--- src/logic/mic_pkg.sv ---
package mic_pkg;

  // ----------------------------------------------------------------
  // Bus geometry
  // ----------------------------------------------------------------
  localparam int ADDR_W = 18; // Byte address width, four times index
  localparam int DATA_W = 32; // APB data width

  // ----------------------------------------------------------------
  // Register indices (byte address is four times the index)
  // ----------------------------------------------------------------
  localparam logic [15:0] IDX_EDGE_POLARITY_SELECT = 16'hFFF2;
  localparam logic [15:0] IDX_SOURCE_ENABLE_ONE = 16'hFFF3;
  localparam logic [15:0] IDX_SOURCE_ENABLE_TWO = 16'hFFF4;
  localparam logic [15:0] IDX_REQUEST_FLAGS_ONE = 16'hFFF6;
  localparam logic [15:0] IDX_REQUEST_FLAGS_TWO = 16'hFFF7;
  localparam logic [15:0] IDX_WAKEUP_REQUEST_FLAGS = 16'hFFF9;

  // ----------------------------------------------------------------
  // Reset values
  // ----------------------------------------------------------------
  localparam logic [7:0] RST_EDGE_POLARITY_SELECT = 8'h60;
  localparam logic [7:0] RST_SOURCE_ENABLE_ONE = 8'h00;
  localparam logic [7:0] RST_SOURCE_ENABLE_TWO = 8'h01;
  localparam logic [7:0] RST_REQUEST_FLAGS_ONE = 8'h20;
  localparam logic [7:0] RST_REQUEST_FLAGS_TWO = 8'h01;
  localparam logic [7:0] RST_WAKEUP_REQUEST_FLAGS = 8'h00;

  // ----------------------------------------------------------------
  // Field positions
  // ----------------------------------------------------------------
  localparam int NUM_EXT = 5; // External interrupt pins
  localparam int NUM_WAKE = 8; // Wakeup pins
  localparam int NUM_SERIAL_THREE = 6; // Merged serial three requests
  localparam int BIT_TIMER_A = 7; // Enable one / flags one
  localparam int BIT_SERIAL_ONE = 6;
  localparam int BIT_WAKE_GROUP = 5;
  localparam int BIT_DIRECT = 7; // Enable two / flags two
  localparam int BIT_CONVERTER = 6;
  localparam int BIT_TIMER_G = 4;
  localparam int BIT_TIMER_FH = 3;
  localparam int BIT_TIMER_FL = 2;
  localparam int BIT_EXT_TRIG_CONV = 4; // Pin shared with converter
  localparam int BIT_EXT_TRIG_TMRF = 3; // Pin shared with timer F

  // ----------------------------------------------------------------
  // Vector numbers and table geometry
  // ----------------------------------------------------------------
  localparam logic [4:0] VEC_NONE = 5'h00;
  localparam logic [4:0] VEC_EXT_BASE = 5'h04;
  localparam logic [4:0] VEC_WAKE = 5'h09;
  localparam logic [4:0] VEC_SERIAL_ONE = 5'h0A;
  localparam logic [4:0] VEC_TIMER_A = 5'h0B;
  localparam logic [4:0] VEC_TIMER_FL = 5'h0E;
  localparam logic [4:0] VEC_TIMER_FH = 5'h0F;
  localparam logic [4:0] VEC_TIMER_G = 5'h10;
  localparam logic [4:0] VEC_SERIAL_THREE = 5'h12;
  localparam logic [4:0] VEC_CONVERTER = 5'h13;
  localparam logic [4:0] VEC_DIRECT = 5'h14;
  localparam logic [15:0] VEC_ENTRY_BYTES = 16'h0002;

  // ----------------------------------------------------------------
  // Carriers
  // ----------------------------------------------------------------
  typedef struct packed {
    logic timer_a_overflow; // Pulse
    logic serial_one_done; // Pulse
    logic timer_fl_compare; // Pulse
    logic timer_fl_overflow; // Pulse
    logic timer_fh_compare; // Pulse
    logic timer_fh_overflow; // Pulse
    logic timer_g_capture; // Pulse
    logic timer_g_overflow; // Pulse
    logic converter_done; // Pulse
    logic direct_transfer; // Pulse
    logic [NUM_SERIAL_THREE-1:0] serial_three_request; // Levels
  } mic_periph_type;

  typedef struct packed {
    logic request; // Level to CPU core
    logic [4:0] vector; // Vector number
    logic [15:0] address; // Vector table entry address
  } mic_cpu_type;

  typedef struct packed {
    logic converter_external_trigger; // Pulse on selected edge
    logic timer_f_event_input; // Pulse on selected edge
  } mic_trig_type;

  typedef struct packed {
    logic [NUM_EXT-1:0] ext_s1, ext_s2, ext_s3; // Ext pin sync chain
    logic [NUM_WAKE-1:0] wk_s1, wk_s2, wk_s3; // Wakeup sync chain
    logic [NUM_EXT-1:0] polarity; // Edge select per ext pin
    logic [7:0] enable_one; // Gates, timer A down to ext 0
    logic [4:0] enable_two; // Direct, conv, G, FH, FL
    logic [NUM_EXT-1:0] ext_flag;
    logic timer_a_flag, serial_one_flag;
    logic [NUM_WAKE-1:0] wake_flag;
    logic direct_flag, conv_flag, tg_flag, tfh_flag, tfl_flag;
    logic pready, pslverr;
    logic [DATA_W-1:0] prdata;
    mic_cpu_type cpu;
    mic_trig_type trig;
  } mic_state_type;

endpackage

--- src/logic/mic_interrupt_controller.sv ---
`timescale 1ns/10ps
`default_nettype none

// Summary of operation
// - Fixed priority, lower vector number wins
// - Timer FL compare/overflow share vector 14
// - Timer FH compare/overflow share vector 15
// - Timer G capture/overflow share vector 16
// - Six serial three requests merge on 18
// - Reserved vector slots are never produced
// - Write 0 clears flag, write 1 ignored
// - Polarity bit 0 falling, 1 rising
// - Edge select bit7 reads 0, bits6-5 read 1
// - Ext 4/3 polarity drives shared trigger pins
// - Enable one bit 7 gates timer A
// - Enable one bit 6 gates serial one
// - Enable one bit 5 gates wakeup group
// - Enable one bits 4-0 gate ext pins
// - Enable 0 blocks, 1 passes, reset 0
// - Mask set: flags still set, no request
// - Ext flag sets on selected edge when input
// - Acceptance never clears a flag
module mic_interrupt_controller (
  input wire logic clk_sys,
  input wire logic reset,
  input wire logic psel,
  input wire logic penable,
  input wire logic pwrite,
  input wire logic [mic_pkg::ADDR_W-1:0] paddr,
  input wire logic [mic_pkg::DATA_W-1:0] pwdata,
  input wire logic [3:0] pstrb,
  output logic [mic_pkg::DATA_W-1:0] prdata,
  output logic pready,
  output logic pslverr,
  input wire logic [mic_pkg::NUM_EXT-1:0] ext_int_pin,
  input wire logic [mic_pkg::NUM_EXT-1:0] ext_int_pin_is_input,
  input wire logic [mic_pkg::NUM_WAKE-1:0] wakeup_pin,
  input wire mic_pkg::mic_periph_type periph,
  input wire logic cpu_int_mask,
  output mic_pkg::mic_cpu_type cpu,
  output mic_pkg::mic_trig_type trig
);
  import mic_pkg::*;

  // ----------------------------------------------------------------
  // State
  // ----------------------------------------------------------------
  mic_state_type state; // Registered state
  mic_state_type next_state; // Next value

  // Outputs come straight from flops
  // No output is ever combinational, so the core and the bus
  // master see values that settle at the clock edge only
  assign prdata = state.prdata;
  assign pready = state.pready;
  assign pslverr = state.pslverr;
  assign cpu = state.cpu;
  assign trig = state.trig;

  // ----------------------------------------------------------------
  // Next state
  // ----------------------------------------------------------------
  // Timing in clock edges:
  //   pin change to flag is three edges (two sync stages plus the
  //   edge flop), and one more to the core request
  //   peripheral pulse to flag is one edge, request one edge later
  //   serial three level to request is one edge
  // A flag set and a clear in one cycle keep the flag, so an
  // event that lands on a software clear is never lost
  always_comb begin
    logic [15:0] idx; // Register index from address
    logic aligned; // Word-aligned access
    logic setup; // APB setup cycle
    logic wr_done; // Completing write with low lane enabled
    logic [7:0] wbyte; // Written byte
    logic [7:0] rbyte; // Read byte
    logic hit; // Mapped index
    logic [NUM_EXT-1:0] rise; // Settled rising edges
    logic [NUM_EXT-1:0] fall; // Settled falling edges
    logic [NUM_EXT-1:0] ext_edge; // Edge of the selected polarity
    logic [NUM_WAKE-1:0] wk_fall; // Wakeup pin went low
    logic [7:0] clr1; // Clear mask, flags one
    logic [7:0] clr2; // Clear mask, flags two
    logic [7:0] clrw; // Clear mask, wakeup flags
    logic g_ext; // Some gated ext pin
    logic g_wake; // Gated wakeup group
    logic g_s1; // Gated serial one
    logic g_ta; // Gated timer A
    logic g_tfl; // Gated timer FL
    logic g_tfh; // Gated timer FH
    logic g_tg; // Gated timer G
    logic g_s3; // Serial three, merged
    logic g_ad; // Gated converter
    logic g_dt; // Gated direct transfer
    logic [4:0] vec; // Winning vector
    logic any; // Any gated request
    next_state = state;
    idx = paddr[ADDR_W-1:2];
    aligned = (paddr[1:0] == 2'b00);
    setup = psel && !penable;
    wr_done = psel && penable && state.pready && pwrite && pstrb[0]
      && aligned;
    wbyte = pwdata[7:0];
    rbyte = 8'h00;
    hit = 1'b1;
    clr1 = 8'h00;
    clr2 = 8'h00;
    clrw = 8'h00;
    g_ext = 1'b0;
    vec = VEC_NONE;
    any = 1'b0;
    // Defaults so no path leaves a temporary unassigned
    rise = '0;
    fall = '0;
    ext_edge = '0;
    wk_fall = '0;
    g_wake = 1'b0;
    g_s1 = 1'b0;
    g_ta = 1'b0;
    g_tfl = 1'b0;
    g_tfh = 1'b0;
    g_tg = 1'b0;
    g_s3 = 1'b0;
    g_ad = 1'b0;
    g_dt = 1'b0;


    // Pins are treated as asynchronous here even though the bench
    // drives them on the clock; a third stage holds the old level
    // Pin synchronisers; first stage feeds only the second
    next_state.ext_s1 = ext_int_pin;
    next_state.ext_s2 = state.ext_s1;
    next_state.ext_s3 = state.ext_s2;
    next_state.wk_s1 = wakeup_pin;
    next_state.wk_s2 = state.wk_s1;
    next_state.wk_s3 = state.wk_s2;


    // Only the second and third stages are compared, so a pin that
    // stays at one level never yields a second edge
    // Edge detection on settled samples, polarity per pin
    rise = state.ext_s2 & ~state.ext_s3;
    fall = ~state.ext_s2 & state.ext_s3;
    for (int n = 0; n < NUM_EXT; n++) begin
      ext_edge[n] = state.polarity[n] ? rise[n] : fall[n];
    end
    wk_fall = ~state.wk_s2 & state.wk_s3; // Wakeup pins active low


    // Trigger pulses ignore the input configuration: the converter
    // and timer F still see their pin when it is not an interrupt
    // Shared pins see the same selected edge
    next_state.trig.converter_external_trigger =
      ext_edge[BIT_EXT_TRIG_CONV];
    next_state.trig.timer_f_event_input =
      ext_edge[BIT_EXT_TRIG_TMRF];


    // Reserved bits are built in here as constants, so software
    // always reads their fixed level whatever it wrote
    // Read mux, evaluated in the setup cycle
    case (idx)
      IDX_EDGE_POLARITY_SELECT: begin
        rbyte = {3'b011, state.polarity};
      end
      IDX_SOURCE_ENABLE_ONE: begin
        rbyte = state.enable_one;
      end
      IDX_SOURCE_ENABLE_TWO: begin
        rbyte = {state.enable_two[4:3], 1'b0, state.enable_two[2:0],
          2'b01};
      end
      IDX_REQUEST_FLAGS_ONE: begin
        rbyte = {state.timer_a_flag, state.serial_one_flag, 1'b1,
          state.ext_flag};
      end
      IDX_REQUEST_FLAGS_TWO: begin
        rbyte = {state.direct_flag, state.conv_flag, 1'b0,
          state.tg_flag, state.tfh_flag, state.tfl_flag, 2'b01};
      end
      IDX_WAKEUP_REQUEST_FLAGS: begin
        rbyte = state.wake_flag;
      end
      default: begin
        hit = 1'b0; // Unmapped
      end
    endcase


    // Every transfer takes two cycles; read data is latched at the
    // setup edge, so a flag set during access shows next read
    // APB answer: ready in the first access cycle, then drop
    if (setup) begin
      next_state.pready = 1'b1;
      next_state.pslverr = !(hit && aligned);
      next_state.prdata = (hit && aligned && !pwrite) ?
        {24'h000000, rbyte} : '0;
    end else begin
      next_state.pready = 1'b0;
      next_state.pslverr = 1'b0;
      next_state.prdata = '0;
    end


    // Writes with the low byte lane off, or to an unaligned or
    // unmapped word, leave every register as it was
    // Register writes take effect at the completing edge
    if (wr_done && hit) begin
      case (idx)
        IDX_EDGE_POLARITY_SELECT: begin
          next_state.polarity = wbyte[NUM_EXT-1:0];
        end
        IDX_SOURCE_ENABLE_ONE: begin
          next_state.enable_one = wbyte;
        end
        IDX_SOURCE_ENABLE_TWO: begin
          next_state.enable_two = {wbyte[7:6], wbyte[4:2]};
        end
        IDX_REQUEST_FLAGS_ONE: begin
          clr1 = ~wbyte;
        end
        IDX_REQUEST_FLAGS_TWO: begin
          clr2 = ~wbyte;
        end
        IDX_WAKEUP_REQUEST_FLAGS: begin
          clrw = ~wbyte;
        end
        default: begin
          clr1 = 8'h00;
        end
      endcase
    end


    // Writing 1 to a flag only keeps it; there is no way for
    // software to raise a request by itself
    // Flags: set wins over clear; acceptance leaves them alone
    for (int n = 0; n < NUM_EXT; n++) begin
      next_state.ext_flag[n] = (state.ext_flag[n] & ~clr1[n])
        | (ext_edge[n] & ext_int_pin_is_input[n]);
    end
    next_state.wake_flag = (state.wake_flag & ~clrw) | wk_fall;
    next_state.timer_a_flag = (state.timer_a_flag & ~clr1[BIT_TIMER_A])
      | periph.timer_a_overflow;
    next_state.serial_one_flag =
      (state.serial_one_flag & ~clr1[BIT_SERIAL_ONE])
      | periph.serial_one_done;
    next_state.direct_flag = (state.direct_flag & ~clr2[BIT_DIRECT])
      | periph.direct_transfer;
    next_state.conv_flag = (state.conv_flag & ~clr2[BIT_CONVERTER])
      | periph.converter_done;
    next_state.tg_flag = (state.tg_flag & ~clr2[BIT_TIMER_G])
      | periph.timer_g_capture | periph.timer_g_overflow;
    next_state.tfh_flag = (state.tfh_flag & ~clr2[BIT_TIMER_FH])
      | periph.timer_fh_compare | periph.timer_fh_overflow;
    next_state.tfl_flag = (state.tfl_flag & ~clr2[BIT_TIMER_FL])
      | periph.timer_fl_compare | periph.timer_fl_overflow;


    // A blocked flag stays pending and raises a request as soon as
    // its enable is written to 1
    // Gating: enable 1 passes, 0 blocks
    g_wake = (|state.wake_flag) & state.enable_one[BIT_WAKE_GROUP];
    g_s1 = state.serial_one_flag
      & state.enable_one[BIT_SERIAL_ONE];
    g_ta = state.timer_a_flag & state.enable_one[BIT_TIMER_A];
    g_dt = state.direct_flag & state.enable_two[4];
    g_ad = state.conv_flag & state.enable_two[3];
    g_tg = state.tg_flag & state.enable_two[2];
    g_tfh = state.tfh_flag & state.enable_two[1];
    g_tfl = state.tfl_flag & state.enable_two[0];
    g_s3 = |periph.serial_three_request;


    // Written as a chain of ifs so that adding a source means
    // slotting in one more line at its place in the order
    // Priority search from lowest priority upward; last hit wins
    if (g_dt) begin
      vec = VEC_DIRECT;
    end
    if (g_ad) begin
      vec = VEC_CONVERTER;
    end
    if (g_s3) begin
      vec = VEC_SERIAL_THREE;
    end
    if (g_tg) begin
      vec = VEC_TIMER_G;
    end
    if (g_tfh) begin
      vec = VEC_TIMER_FH;
    end
    if (g_tfl) begin
      vec = VEC_TIMER_FL;
    end
    if (g_ta) begin
      vec = VEC_TIMER_A;
    end
    if (g_s1) begin
      vec = VEC_SERIAL_ONE;
    end
    if (g_wake) begin
      vec = VEC_WAKE;
    end
    for (int n = NUM_EXT - 1; n >= 0; n--) begin
      if (state.ext_flag[n] && state.enable_one[n]) begin
        g_ext = 1'b1;
        vec = VEC_EXT_BASE + 5'(n);
      end
    end
    any = g_ext | g_wake | g_s1 | g_ta | g_tfl | g_tfh | g_tg | g_s3
      | g_ad | g_dt;


    // Vector and entry address read zero while no request stands,
    // so the core never latches a stale slot
    // Only listed vectors reach the core; masked means no request
    next_state.cpu.request = any && !cpu_int_mask;
    next_state.cpu.vector = next_state.cpu.request ? vec : VEC_NONE;
    next_state.cpu.address = next_state.cpu.request ?
      16'({11'h000, vec} * VEC_ENTRY_BYTES) : 16'h0000;
  end

  // ----------------------------------------------------------------
  // State register
  // ----------------------------------------------------------------
  always_ff @(posedge clk_sys) begin
    // Synchronous reset to the documented values
    if (reset) begin
      // Flags, enables and bus answer all clear
      state <= '0;
      // Pin chains start at the idle high level of the pins, so no
      // false edge follows the release of reset
      state.ext_s1 <= '1;
      state.ext_s2 <= '1;
      state.ext_s3 <= '1;
      state.wk_s1 <= '1;
      state.wk_s2 <= '1;
      state.wk_s3 <= '1;
      state.polarity <= RST_EDGE_POLARITY_SELECT[NUM_EXT-1:0];
      state.enable_one <= RST_SOURCE_ENABLE_ONE;
      state.enable_two <= 5'h00;
    end else begin
      state <= next_state;
    end
  end

endmodule

`default_nettype wire

--- config.mk ---
export PLATFORM = sky130hd
export DESIGN_NAME = mic_interrupt_controller
export DESIGN_NICKNAME = d
export VERILOG_FILES = /design/src/logic/mic_pkg.sv /design/src/logic/mic_interrupt_controller.sv
export SDC_FILE = /design/constraint.sdc
export NUM_CORES = 1
export LEC_CHECK = 0
export BUFFER_PORTS_ARGS = -buffer_cell sky130_fd_sc_hd__buf_4
export CORE_UTILIZATION = 30
export CTS_CLUSTER_SIZE = 14
export DETAILED_ROUTE_END_ITERATION = 8
export SYNTH_ARGS = -nofsm -noshare
export SYNTH_HDL_FRONTEND = slang
export SYNTH_SLANG_ARGS = --single-unit
--- constraint.sdc ---
create_clock -name clk_sys -period 3.8 [get_ports clk_sys]
set_input_delay 0.19 -clock clk_sys [delete_from_list [all_inputs] [get_ports clk_sys]]
set_output_delay 0.19 -clock clk_sys [all_outputs]
set_load 0.1 [all_outputs]
==> impl_metrics.yaml <==
status:
  outcome: "complete, no violations"
logic_synthesis:
  ys_seq_area_share_pct: 43.9
  synth_ff_type: "dfxtp_1"
  synth.distinct_cells: 51
  avgSynthCellArea_sq_um: 8.98
  synth_warnings: 0
  ys_async_sr_fraction_pct: 0
  synth_top_area_cell: "dfxtp_1"
  syn_area_sq_um: 4330
  synth_top_area_share_pct: 43.9
  synth_area_leaders: "dfxtp_1 (44%), buf_4 (9.7%), or2_2 (5.8%), a21oi_1 (4.9%), o41ai_1 (2.8%)"
  syn-instance-count: 482
  ys_ff_latch: 95
  synth-edff-count: 0
critical_path:
  cp_data_arrival_time_ns: 2.16
  worstPathRequired_ns: 4.00
  crit_type: "reg -> reg"
  endpoint_kind: "flip-flop"
  path_max_fanout: 14
  reg2reg_depth: 4
  cp-start-kind: "flip-flop"
grt:
  grt_max_degree: 82
  antenna_found_initial: 0
  grt_pass1_wl_mm: 17.5
  grt_usage_pct: 15.6
  grt_pass1_vias: 3340
  gr-total-overflow: 0
sta:
  tns_ns: 0
  setup_viol: 0
  period_needed_ns: 1.96
  tightest_slew_ns: 1.16
  rsz0062_at_grt: "false"
  slew_violations: 0
  relSlewSlack_pct: 21.7
  fin_ws_ns: 1.84
  fmax_mhz: 510
  finalHoldViolCount: 0
  finalCritPeriodShare_pct: 51.6
  skew_ns: 0.0112
min_path:
  hold_class: "in -> reg"
  holdPathStages: 2
die:
  dieWidth_microns: 122
  rows: 43
  coreArea_sq_um: 14000
  die-area_sq_um: 14900
  initial_core_util_pct: 30.9
  pin_count: 152
  die_y_microns: 122
pwr:
  peakVddDrop_mv: 0.276
  powerDensity_nw_per_um2: 441
  power_leakage_nw: 1.96
finish:
  final_nets: 636
  final_common_cell: "dfxtp_1"
  drive_above_1_share_pct: 28.3
  fin_area_sq_um: 5150
  final_cell_mix: "dfxtp_1 (95), buf_4 (92), a21oi_1 (42)"
  diodes: 0
  syn_to_final_growth_pct: 18.9
placed_design:
  port_buffers: 89
  place_congestion: 0.869
  pre_cts_ws_ns: 1.73
  place_hpwl_mm: 8.23
  place_area_sq_um: 4860
clocking:
  root_buffer: "clkbuf_16"
  clock_path_buffers: 2
  clk_pin_slew_ns: 0.07
  post-cts-setup-buffer-count: 0
  cts_tree: "yes"
  cts.sinks: 95
  htreeDepth: 3
  cts_buffers: 9
  postCtsHoldBufs: 0
  clk_latency_ns: 0.35
  ctsResizeCount: 0
route:
  detail-route-antenna-nets: 0
  drt_iter0_drc: 260
  wl_met1_mm: 4.83
  vias: 3674
  finalWirelength_mm: 11.2
  top_layer_used: "met4"
  met3_length_microns: 804
  drc: 0
  via_per_inst: 5.05
  wl_met2_mm: 5.19
  first_pass_iters: 5
  routedWlPerCell_microns: 15.4
run:
  max_cap_violations: 0
==> where the power goes <==
| group | internal [W] | leakage (nW) | total [W] | switching [W] |
|---|---|---|---|---|
| sequential | 0.00103 | 0.778 | 0.00105 | 0.0000234 |
| clock | 0.000472 | 0.139 | 0.000876 | 0.000405 |
| combinational | 0.0000881 | 1.04 | 0.000343 | 0.000254 |
==> routing by layer <==
metal	vias to the layer above	track usage [%]
li1	1787	-
met1	1699	18.8
met2	159	25.6
met3	29	4.26
met4	0	7.62
met5	-	0
==> flip-flops by register name (all words and copies together) (netlist names) <==
register and count:
cpu 6, next_state 26, prdata 8, pready 1, pslverr 1, state 51
trig 2
==> worst max-delay path: stages, from the launching register on <==
cell	delay, ns
dfxtp_1	0.36
and3_1	0.22
nand4b_1	0.55
nor3_1	0.55
a211oi_1	0.13
==> cell usage after synthesis (2+ instances only) <==
library cell,number
and2_1,3
nor3b_1,4
nand3_1,11
a211oi_1,5
a21oi_1,42
a22oi_1,9
and3_1,2
buf_6,2
a32o_1,2
nand2_1,27
nand3b_1,3
inv_1,4
clkbuf_1,17
or2_2,40
nor2_1,28
o21ai_0,21
and4_1,3
nor4_1,4
nor4b_1,3
a222oi_1,5
nand2b_1,11
dfxtp_1,95
mux2_2,4
a32oi_1,2
buf_4,56
nand4_1,18
a22o_1,10
nor4bb_1,2
nand4b_1,4
nor2b_1,8
o41ai_1,14
or4_1,2
nor3_1,3
==> final timing paths <==
path,endpoint,start,slack (ns)
setup / recovery,state[61],pready,1.84
hold / removal,next_state[127],ext_int_pin[2],0.02
setup reg to reg,state[61],pready,1.84
hold reg to reg,next_state[120],next_state[125],0.41
==> through the flow <==
stage / util, % / total power [W] / std cells / hold slack [ns]
6_report: 36.8 / 0.00227 / 727 / 0.0208
5_1_grt: 36.8 / 0.00235 / 727 / 0.0140
4_1_cts: 36.8 / 0.00229 / 727 / 0.00944
3_5_place_dp: 34.7 / 0.00141 / 711 / 0.376
3_3_place_gp: 34.7 / 0.00141 / 711 / 0.376
2_1_floorplan: - / 0.00135 / 516 / 0.294
==> kinds of logic (layout without fill, tap and decap cells) <==
logic type,Yosys count,count (layout),synth area share (%)
compound gates,120,120,18.6
buf+inv,81,112,12.3
flops,95,95,43.9
mux,4,4,1.04
other cells,1,35,0.0866
simple gates,181,181,24.0
==> cell type report <==
type | instances | area [sq um]
clock buffer | 10 | 239
clock inverter | 6 | 51.3
fill | 1433 | 8840
inverter | 4 | 15.0
multi-input combinational | 340 | 2020
sequential | 95 | 1900
tap | 180 | 225
timing repair buffer | 92 | 691
Note: power is estimated with default switching activity, not from simulation.
